**config.mk**
```make
export PLATFORM = sky130hd
export DESIGN_NAME = asp_core
export DESIGN_NICKNAME = d
export VERILOG_FILES = /design/src/hw/asp_pkg.sv /design/src/hw/asp_core.sv /design/src/hw/asp_stack.sv
export SDC_FILE = /design/constraint.sdc
export NUM_CORES = 1
export LEC_CHECK = 0
export BUFFER_PORTS_ARGS = -buffer_cell sky130_fd_sc_hd__buf_4
export CORE_UTILIZATION = 31
export CTS_BUF_LIST = sky130_fd_sc_hd__clkbuf_4
export CTS_CLUSTER_DIAMETER = 40
export DETAILED_ROUTE_END_ITERATION = 16
export PLACE_DENSITY = 0.54
export SLEW_MARGIN = 20
export SYNTH_ARGS = -nofsm -noshare
export SYNTH_HDL_FRONTEND = slang
export SYNTH_SLANG_ARGS = --single-unit
```
**constraint.sdc**
```tcl
create_clock -name clk_sys -period 2.44 [get_ports clk_sys]
set_input_delay 0.122 -clock clk_sys [delete_from_list [all_inputs] [get_ports clk_sys]]
set_output_delay 0.122 -clock clk_sys [all_outputs]
set_load 0.005 [all_outputs]
```
**src/hw/asp_pkg.sv**
```systemverilog
`default_nettype none

package asp_pkg;

    // datapath widths
    localparam int ACC_W = 32;
    localparam int WORD_W = 16;
    localparam int BYTE_W = 8;
    localparam int ADDR_W = 16;
    localparam int CNT_W = 6;
    localparam int STK_DEPTH = 8;

    // legal bit counts for the formatted bit store
    localparam logic [CNT_W-1:0] FMT_CNT_MIN = 6'h01;
    localparam logic [CNT_W-1:0] FMT_CNT_MAX = 6'h20;

    // values after reset
    localparam logic [ACC_W-1:0] ACC_RST = 32'h00000000;
    localparam logic [WORD_W-1:0] WORD_RST = 16'h0000;
    localparam logic [ADDR_W-1:0] ADDR_RST = 16'h0000;

    // word memory byte lanes
    localparam logic [1:0] LANES_NONE = 2'h0;
    localparam logic [1:0] LANES_LOW = 2'h1;
    localparam logic [1:0] LANES_BOTH = 2'h3;

    // operation codes, one-hot
    typedef enum logic [8:0] {
        ASP_OP_LOAD = 9'h001,
        ASP_OP_FMT_STORE = 9'h002,
        ASP_OP_IDX_STORE = 9'h004,
        ASP_OP_LOW_BYTE = 9'h008,
        ASP_OP_MID_BYTE = 9'h010,
        ASP_OP_POP = 9'h020,
        ASP_OP_AND16 = 9'h040,
        ASP_OP_AND32 = 9'h080,
        ASP_OP_WORD_STORE = 9'h100
    } asp_op_t;

endpackage

`default_nettype wire

```
**src/hw/asp_core.sv**
```systemverilog
`default_nettype none

// Behaviour
// - formatted store writes one to thirty-two bits
// - operands: start location, count 1 to 32
// - indexed store writes stack top word
// - offset added as plain binary number
// - indexed store clears accumulator upper half
// - back-to-back loads push first value
// - low byte store writes bits 7..0
// - middle byte store writes bits 15..8
// - pop moves 32-bit top into accumulator
// - pop advances remaining levels toward top
// - zero flag follows pop and AND16
// - AND16 combines low half with word
// - flag holds until next updating operation
// - AND32 sets zero and negative flags
module asp_core
    import asp_pkg::*;
(
    // clock and reset
    input wire logic clk_sys,
    input wire logic rst_b,
    // operation request, taken on a rising edge of clk_sys with cmd_valid high
    input wire logic cmd_valid,
    input wire asp_op_t cmd_op,
    input wire logic [ADDR_W-1:0] cmd_addr,
    input wire logic [CNT_W-1:0] cmd_count,
    input wire logic [ACC_W-1:0] cmd_value,
    // word memory write port
    output logic wmem_wr_en,
    output logic [ADDR_W-1:0] wmem_wr_addr,
    output logic [WORD_W-1:0] wmem_wr_data,
    output logic [1:0] wmem_wr_lanes,
    // discrete bit memory write port
    output logic bmem_wr_en,
    output logic [ADDR_W-1:0] bmem_wr_start,
    output logic [ACC_W-1:0] bmem_wr_bits,
    output logic [ACC_W-1:0] bmem_wr_mask,
    // state seen by the rest of the cpu
    output logic [ACC_W-1:0] acc_value,
    output logic [ACC_W-1:0] stack_top,
    output logic zero_result_flag,
    output logic negative_result_flag,
    output logic cmd_error
);

    // decoded requests
    logic do_load, do_fmt, do_idx, do_low, do_mid, do_pop, do_and16, do_and32, do_word;
    logic fmt_cnt_ok;
    // accumulator and load history
    logic [ACC_W-1:0] acc_ff, nxt_acc;
    logic last_load_ff, nxt_last_load;
    // flags
    logic zero_ff, nxt_zero, neg_ff, nxt_neg;
    // stack control
    logic stk_push, stk_pop;
    logic [ACC_W-1:0] stk_top;
    // write ports
    logic wmem_en_ff, nxt_wmem_en;
    logic [ADDR_W-1:0] wmem_addr_ff, nxt_wmem_addr;
    logic [WORD_W-1:0] wmem_data_ff, nxt_wmem_data;
    logic [1:0] wmem_lanes_ff, nxt_wmem_lanes;
    logic bmem_en_ff, nxt_bmem_en;
    logic [ADDR_W-1:0] bmem_start_ff, nxt_bmem_start;
    logic [ACC_W-1:0] bmem_bits_ff, nxt_bmem_bits;
    logic [ACC_W-1:0] bmem_mask_ff, nxt_bmem_mask;
    logic err_ff, nxt_err;
    // combinational helpers
    logic [ACC_W-1:0] fmt_mask;
    logic [ACC_W-1:0] and16_res, and32_res;

    // one strobe per operation; an unknown code decodes to nothing
    always_comb begin
        do_load = 1'b0;
        do_fmt = 1'b0;
        do_idx = 1'b0;
        do_low = 1'b0;
        do_mid = 1'b0;
        do_pop = 1'b0;
        do_and16 = 1'b0;
        do_and32 = 1'b0;
        do_word = 1'b0;
        if (cmd_valid) begin
            case (cmd_op)
                ASP_OP_LOAD: do_load = 1'b1;
                ASP_OP_FMT_STORE: do_fmt = 1'b1;
                ASP_OP_IDX_STORE: do_idx = 1'b1;
                ASP_OP_LOW_BYTE: do_low = 1'b1;
                ASP_OP_MID_BYTE: do_mid = 1'b1;
                ASP_OP_POP: do_pop = 1'b1;
                ASP_OP_AND16: do_and16 = 1'b1;
                ASP_OP_AND32: do_and32 = 1'b1;
                ASP_OP_WORD_STORE: do_word = 1'b1;
                default: do_load = 1'b0;
            endcase
        end
    end

    assign fmt_cnt_ok = (cmd_count >= FMT_CNT_MIN) && (cmd_count <= FMT_CNT_MAX);

    // bit enable mask
    // bit i of the accumulator goes to start + i while i is below the count
    for (genvar i = 0; i < ACC_W; i++) begin : g_mask
        assign fmt_mask[i] = (CNT_W'(i) < cmd_count);
    end

    assign and16_res = {{(ACC_W-WORD_W){1'b0}}, acc_ff[WORD_W-1:0] & cmd_value[WORD_W-1:0]};
    assign and32_res = acc_ff & cmd_value;

    // push on second load in a row
    // the stack only moves on a load that follows a load, or on a pop
    assign stk_push = do_load && last_load_ff;
    assign stk_pop = do_pop;

    // accumulator stack, top level registered
    asp_stack u_stack (
        .clk_sys(clk_sys),
        .rst_b(rst_b),
        .push(stk_push),
        .pop(stk_pop),
        .push_data(acc_ff),
        .top_data(stk_top)
    );

    // accumulator, load history and flags
    always_comb begin
        nxt_acc = acc_ff;
        nxt_zero = zero_ff;
        nxt_neg = neg_ff;
        nxt_last_load = last_load_ff;
        nxt_err = 1'b0;
        if (cmd_valid) begin
            // idle cycles do not break a run of loads
            nxt_last_load = do_load;
        end
        if (do_load) begin
            nxt_acc = cmd_value;
        end else if (do_idx) begin
            nxt_acc = {{(ACC_W-WORD_W){1'b0}}, acc_ff[WORD_W-1:0]};
        end else if (do_pop) begin
            nxt_acc = stk_top;
            nxt_zero = (stk_top == ACC_RST);
        end else if (do_and16) begin
            nxt_acc = and16_res;
            nxt_zero = (and16_res == ACC_RST);
        end else if (do_and32) begin
            nxt_acc = and32_res;
            nxt_zero = (and32_res == ACC_RST);
            nxt_neg = and32_res[ACC_W-1];
        end else if (do_fmt && !fmt_cnt_ok) begin
            // a bad count writes nothing; flagged for one cycle
            nxt_err = 1'b1;
        end
    end

    // register accumulator and flags
    always_ff @(posedge clk_sys or negedge rst_b) begin
        if (!rst_b) begin
            acc_ff <= ACC_RST;
            zero_ff <= 1'b0;
            neg_ff <= 1'b0;
            last_load_ff <= 1'b0;
            err_ff <= 1'b0;
        end else begin
            acc_ff <= nxt_acc;
            zero_ff <= nxt_zero;
            neg_ff <= nxt_neg;
            last_load_ff <= nxt_last_load;
            err_ff <= nxt_err;
        end
    end

    // word memory and bit memory writes, one cycle after the request
    always_comb begin
        nxt_wmem_en = 1'b0;
        nxt_wmem_addr = wmem_addr_ff;
        nxt_wmem_data = wmem_data_ff;
        nxt_wmem_lanes = LANES_NONE;
        nxt_bmem_en = 1'b0;
        nxt_bmem_start = bmem_start_ff;
        nxt_bmem_bits = bmem_bits_ff;
        nxt_bmem_mask = bmem_mask_ff;
        if (do_idx) begin
            // binary offset add, wraps in the address width
            nxt_wmem_en = 1'b1;
            nxt_wmem_addr = cmd_addr + acc_ff[ADDR_W-1:0];
            nxt_wmem_data = stk_top[WORD_W-1:0];
            nxt_wmem_lanes = LANES_BOTH;
        end else if (do_low) begin
            nxt_wmem_en = 1'b1;
            nxt_wmem_addr = cmd_addr;
            nxt_wmem_data = {{(WORD_W-BYTE_W){1'b0}}, acc_ff[BYTE_W-1:0]};
            nxt_wmem_lanes = LANES_LOW;
        end else if (do_mid) begin
            nxt_wmem_en = 1'b1;
            nxt_wmem_addr = cmd_addr;
            nxt_wmem_data = {{(WORD_W-BYTE_W){1'b0}}, acc_ff[WORD_W-1:BYTE_W]};
            nxt_wmem_lanes = LANES_LOW;
        end else if (do_word) begin
            // plain word store of the low half
            nxt_wmem_en = 1'b1;
            nxt_wmem_addr = cmd_addr;
            nxt_wmem_data = acc_ff[WORD_W-1:0];
            nxt_wmem_lanes = LANES_BOTH;
        end else if (do_fmt && fmt_cnt_ok) begin
            nxt_bmem_en = 1'b1;
            nxt_bmem_start = cmd_addr;
            nxt_bmem_bits = acc_ff;
            nxt_bmem_mask = fmt_mask;
        end
    end

    // register the write ports so memory sees clean data
    always_ff @(posedge clk_sys or negedge rst_b) begin
        if (!rst_b) begin
            wmem_en_ff <= 1'b0;
            wmem_addr_ff <= ADDR_RST;
            wmem_data_ff <= WORD_RST;
            wmem_lanes_ff <= LANES_NONE;
            bmem_en_ff <= 1'b0;
            bmem_start_ff <= ADDR_RST;
            bmem_bits_ff <= ACC_RST;
            bmem_mask_ff <= ACC_RST;
        end else begin
            wmem_en_ff <= nxt_wmem_en;
            wmem_addr_ff <= nxt_wmem_addr;
            wmem_data_ff <= nxt_wmem_data;
            wmem_lanes_ff <= nxt_wmem_lanes;
            bmem_en_ff <= nxt_bmem_en;
            bmem_start_ff <= nxt_bmem_start;
            bmem_bits_ff <= nxt_bmem_bits;
            bmem_mask_ff <= nxt_bmem_mask;
        end
    end
    // outputs
    assign wmem_wr_en = wmem_en_ff;
    assign wmem_wr_addr = wmem_addr_ff;
    assign wmem_wr_data = wmem_data_ff;
    assign wmem_wr_lanes = wmem_lanes_ff;
    assign bmem_wr_en = bmem_en_ff;
    assign bmem_wr_start = bmem_start_ff;
    assign bmem_wr_bits = bmem_bits_ff;
    assign bmem_wr_mask = bmem_mask_ff;
    assign acc_value = acc_ff;
    assign stack_top = stk_top;
    assign zero_result_flag = zero_ff;
    assign negative_result_flag = neg_ff;
    assign cmd_error = err_ff;
endmodule // asp_core

`default_nettype wire

```
**src/hw/asp_stack.sv**
```systemverilog
`default_nettype none

// accumulator stack: level 0 is the top, held in a register so the read is registered
module asp_stack
    import asp_pkg::*;
(
    // clock and reset
    input wire logic clk_sys,
    input wire logic rst_b,
    // stack control
    input wire logic push,
    input wire logic pop,
    input wire logic [ACC_W-1:0] push_data,
    // top level
    output logic [ACC_W-1:0] top_data
);

    // stack levels and their next values
    logic [ACC_W-1:0] lvl_ff [STK_DEPTH];
    logic [ACC_W-1:0] nxt_lvl [STK_DEPTH];

    // per level: push shifts down, pop shifts up, bottom refills with zero
    for (genvar i = 0; i < STK_DEPTH; i++) begin : g_lvl
        logic [ACC_W-1:0] above;
        logic [ACC_W-1:0] below;
        if (i == 0) begin : g_top
            assign above = push_data;
        end else begin : g_mid
            assign above = lvl_ff[i-1];
        end
        if (i == STK_DEPTH - 1) begin : g_bot
            assign below = ACC_RST;
        end else begin : g_up
            assign below = lvl_ff[i+1];
        end

        // push wins if both arrive; the core never asks for both
        always_comb begin
            if (push) begin
                nxt_lvl[i] = above;
            end else if (pop) begin
                nxt_lvl[i] = below;
            end else begin
                nxt_lvl[i] = lvl_ff[i];
            end
        end

        // register the level
        always_ff @(posedge clk_sys or negedge rst_b) begin
            if (!rst_b) begin
                lvl_ff[i] <= ACC_RST;
            end else begin
                lvl_ff[i] <= nxt_lvl[i];
            end
        end
    end

    assign top_data = lvl_ff[0];

endmodule // asp_stack

`default_nettype wire

```
# Yosys cells after proc, flatten, opt, wreduce, memory -nomap -nowiden
# Cells that the tools add are included.
[classes]
eq_ne = 10
add_sub_neg = 1
reduce_logical = 17
n_lt_le_gt_ge = 34
bitwise = 9
n_mux = 69
[ops]
columns = ["operator", "count"]
rows = [
  ["$mux 32", 21],
  ["$mux 16", 8],
  ["$logic_not 32->1", 3],
  ["$lt 5x6->1 const A", 16],
  ["$lt 4x6->1 const A", 8],
  ["$mux 1", 36],
  ["$and 32x32->32", 1],
  ["$lt 3x6->1 const A", 4],
  ["$add 16x16->16", 1],
  ["$and 16x16->16", 1],
  ["$lt 1x6->1 const A", 2],
  ["$lt 2x6->1 const A", 2],
  ["$reduce_and 5->1", 2],
  ["$eq 9x1->1 const B", 1],
  ["$eq 9x2->1 const B", 1],
  ["$eq 9x3->1 const B", 1],
  ["$eq 9x4->1 const B", 1],
  ["$eq 9x5->1 const B", 1],
  ["$eq 9x6->1 const B", 1],
  ["$eq 9x7->1 const B", 1],
  ["$eq 9x8->1 const B", 1],
  ["$eq 9x9->1 const B", 1],
  ["$mux 2", 4],
  ["$reduce_bool 4->1", 2],
  ["other kinds (11)", 20],
]
[word_totals]
word_cells = 162
inputBits = 66
register_bits = 408

# Logic depth before layout (Yosys ltp)
[depth]
ltp_word = 10
depth_mapped = 10

# By module
# A second synthesis with hierarchy kept.
[unflattened]
hier_cells = 1878
area_unflattened_um2 = 19582.5
[modules_own_cells]
columns = ["mod", "area_each_um2", "n_inst", "cells_each"]
rows = [
  ["asp_stack", 11878.9, 1, 1109],
  ["asp_core", 7703.6, 1, 769],
]

# Worst setup path before layout
# No wires, ideal clock.
[synth_timing]
kind = "register -> register"
startpoint = "register acc_ff[0] (netlist: acc_value[0])"
endpoint = "register wmem_addr_ff[14] (netlist: wmem_wr_addr[14])"
period_less_slack_ns = 2.280
setup_ns = 0.136
stages_incl_launch_ff = 9
slack_ns = 0.160
n_path_buf = 0
arrival_ns = 2.144
path_cell_list = "dfrtp_1 ha_1 fa_1 a21o_1 a31oi_1 o21ai_0 a221oi_1 xnor2_1 o21ai_0"
[synth_between]
elab_chain_len = 2
[synth_rtl]
columns = ["item", "line_no", "rtl"]
rows = [
  ["from (decl)", "asp_core.sv:52", "logic [ACC_W-1:0] acc_ff, nxt_acc;"],
  ["from (signal assigned)", "asp_core.sv:166", "acc_ff <= nxt_acc;"],
  ["$add 16x16->16", "asp_core.sv:187", "nxt_wmem_addr = cmd_addr + acc_ff[ADDR_W-1:0];"],
  ["$mux 16", "asp_core.sv:184", "if (do_idx) begin"],
  ["to (signal assigned)", "asp_core.sv:227", "wmem_addr_ff <= nxt_wmem_addr;"],
  ["to (decl)", "asp_core.sv:61", "logic [ADDR_W-1:0] wmem_addr_ff, nxt_wmem_addr;"],
]
# No other way between the ends.
# A chain may end at the register's enable or synchronous reset.

# Worst setup path in the final report
[layout_timing]
startpoint = "register acc_ff[0] (netlist: acc_value[0])"
endpoint = "register wmem_addr_ff[12] (netlist: wmem_wr_addr[12])"
# Same word-level chain as after synthesis.

==> results.yml <==
floorplan:
  die_area_mm2: 0.0615
  chipHeight_um: 248
  rows: 89
  core_area_mm2: 0.0595
  die_w_um: 248
  num_io_pins: 249
  initial_core_util: 0.316
synthesis:
  synth_cell_types: 57
  synth-main-ff-cell: "dfrtp_1"
  yosysMostFrequentCell: "nand2_1"
  yosysTopAreaCell: "dfrtp_1"
  synth_seq_area_share: 0.543
  synth-edff-count: 0
  syn_area_mm2: 0.0188
  avgSynthCellArea_um2: 9.21
  ys_warn_count: 0
  synth_top_area_share: 0.543
  yosys-top-cells-area: "dfrtp_1, nand2_1, a31oi_1"
  syn_inst: 2039
  synthArstFlopShare: 1.00
  synthTopCellsByCount: "nand2_1, dfrtp_1, nor2_1"
  syn-num-nets: 2121
  ys_seq_elements: 407
setup_path:
  critPathKind: "reg2reg"
  crit_start: "acc_value[0]"
  required_ps: 3160
  worstPathMaxFanout: 2
  r2r-start: "acc_value[0]"
  critical_path_arrival_ps: 3040
  critPathLaunchType: "flip-flop"
  worstSetupEndpointType: "flip-flop"
cts:
  cts_sinks: 407
  tritoncts: "done"
  clockRootBuffer: "clkbuf_4"
  clkTransAtPathRegs_ps: 60
  htreeDepth: 3
  clkLatencyLatePin_ps: 860
  clock_path_buffers: 3
  numCtsBuffers: 106
routing:
  avgViaCountPerCell: 5.17
  routed_wl_mm: 56.4
  drtIter0Drc: 1281
  route.detailed.drc: 0
  ant_nets: 0
  dr.pass1.iters: 5
  vias: 16800
  routedWlPerCell_um: 17.4
sta:
  slew_headroom: 0.405
  max_freq_ghz: 0.430
  setup_ws_ps: 115
  rsz0062_at_grt: "false"
  finalCriticalPeriod_ps: 2320
  finalHoldViolations: 0
  setup_violations: 0
  tightest_slew_ps: 893
  tns_ps: 0
  fin_worst_skew_ps: 71.9
  slew_violations: 0
  whs_ps: 97.5
  period_share: 0.953
placement:
  place.gp.congestion: 0.925
  placed_area_mm2: 0.0216
  dp_hpwl_mm: 35.8
  io_buffers: 248
  place_ws_ps: 86.8
worst_hold_path:
  hold_path.class: "in2reg"
  hp-start: "cmd_addr[6]"
power:
  p_leak_nw: 12.2
  power_mw: 13.7
  powerDensity_mw_per_mm2: 572
  vdd_drop_max_mv: 0.228
grt:
  grt_first_pass_wirelength_mm: 89.0
  overflow: 0
  grt_max_degree: 209
  track_usage: 0.181
  grt_pass1_vias: 16000
  antenna_found_initial: 1
job:
  cap_violations: 0
cells_and_area:
  design_area_mm2: 0.0239
  syn_to_final_growth_pct: 27.5
  finalNetCount: 2470
  drive_gt1_frac: 0.215
status:
  status: "complete, no violations"
==> state kept, by name, summed over array words and instances (netlist names), 2 cells and up <==
register / cells
wmem_wr_lanes: 2
wmem_wr_addr: 16
u_stack.top_data: 32
wmem_wr_data: 16
u_stack.g_lvl.below: 224
bmem_wr_mask: 32
bmem_wr_bits: 32
bmem_wr_start: 16
acc_value: 32
==> cell usage in the layout, fill, tap and decap left out, types with 9 or more instances in the layout <==
master,netlist,final
a21boi_0,25,25
a21o_1,15,15
a21oi_1,32,32
a221o_1,27,27
a221oi_1,15,13
a22oi_1,81,81
a31oi_1,172,171
buf_12,0,19
buf_4,7,285
clkbuf_4,0,149
clkinv_1,0,31
dfrtp_1,407,407
dlygate4sd3_1,0,95
ha_1,15,15
inv_1,17,17
mux2_2,47,47
mux2i_1,10,10
nand2_1,554,551
nand3_1,106,106
nand4_1,9,9
nor2_1,201,200
nor3_1,9,9
nor4_1,10,10
o211ai_1,9,9
o21ai_0,41,39
xnor2_1,13,13
==> final cells by class <==
cell class / instances / area (um2)
Fill cell: 5945 / 35500
Sequential cell: 407 / 10200
Multi-Input combinational cell: 1455 / 7880
Timing Repair Buffer: 401 / 3510
Clock buffer: 149 / 1120
Tap cell: 773 / 967
Clock inverter: 40 / 196
Inverter: 17 / 63.8
Antenna cell: 2 / 5.00
==> path summary, 6_finish.rpt <==
check                      cells past startpoint  slack [ps]                    endpoint
min in group asynchronous                      4         520  u_stack.g_lvl[0].below[18]
hold reg to reg                                1         470             bmem_wr_mask[0]
setup / recovery                               9         120            wmem_wr_addr[12]
setup reg to reg                               9         120            wmem_wr_addr[12]
max in group asynchronous                      4        1520   u_stack.g_lvl[3].below[3]
hold / removal                                 3         100            bmem_wr_start[6]
==> cells by family (layout without fill, tap and decap cells) <==
| logic type | after synthesis | in the layout | share of synthesized area |
|---|---|---|---|
| fa+ha+maj | 16 | 16 | 0.0111 |
| compound gates | 446 | 446 | 0.162 |
| mux | 57 | 57 | 0.0335 |
| buf+inv | 177 | 607 | 0.0405 |
| simple gates | 919 | 919 | 0.202 |
| flops | 407 | 407 | 0.543 |
| xor+xnor | 17 | 17 | 0.00793 |
| other cells | 0 | 2 | 0 |
==> power breakdown <==
part | switching (mW) | leakage (nW) | internal (mW)
Clock | 2.89 | 0.773 | 2.92
Sequential | 0.0729 | 5.64 | 6.84
Combinational | 0.502 | 5.84 | 0.454
Total | 3.46 | 12.2 | 10.2
==> repair_timing <==
action / CTS / global route
gates resized for setup: 0 / 10
buffers inserted: 0 / 0
endpoints found under the setup margin: 0 / 26
hold buffers: 96 / 0
hold endpoints to repair: 574 / 0
==> metrics by stage <==
stage	cells	utilization
floorplan	2039	-
global placement	2957	0.363
detailed placement	2957	0.363
CTS	3242	0.402
global route	3244	0.402
finish	3244	0.402
==> routing by layer <==
layer	global-route usage	up-vias	wire, um
met4	0.0799	0	1580
met5	0	-	0
met1	0.249	8217	25800
met3	0.0379	108	3520
met2	0.274	539	25500
li1	-	7898	-
==> critical path, stage by stage (launching register included) <==
cell and delay, ps:
dfrtp_1 380, ha_1 210, fa_1 410, a21o_1 230, a31oi_2 240, o21ai_2 110, buf_4 160, a31oi_1 210
xor2_1 170, o21ai_0 90
No activity file was read; power rests on OpenSTA's default activity.
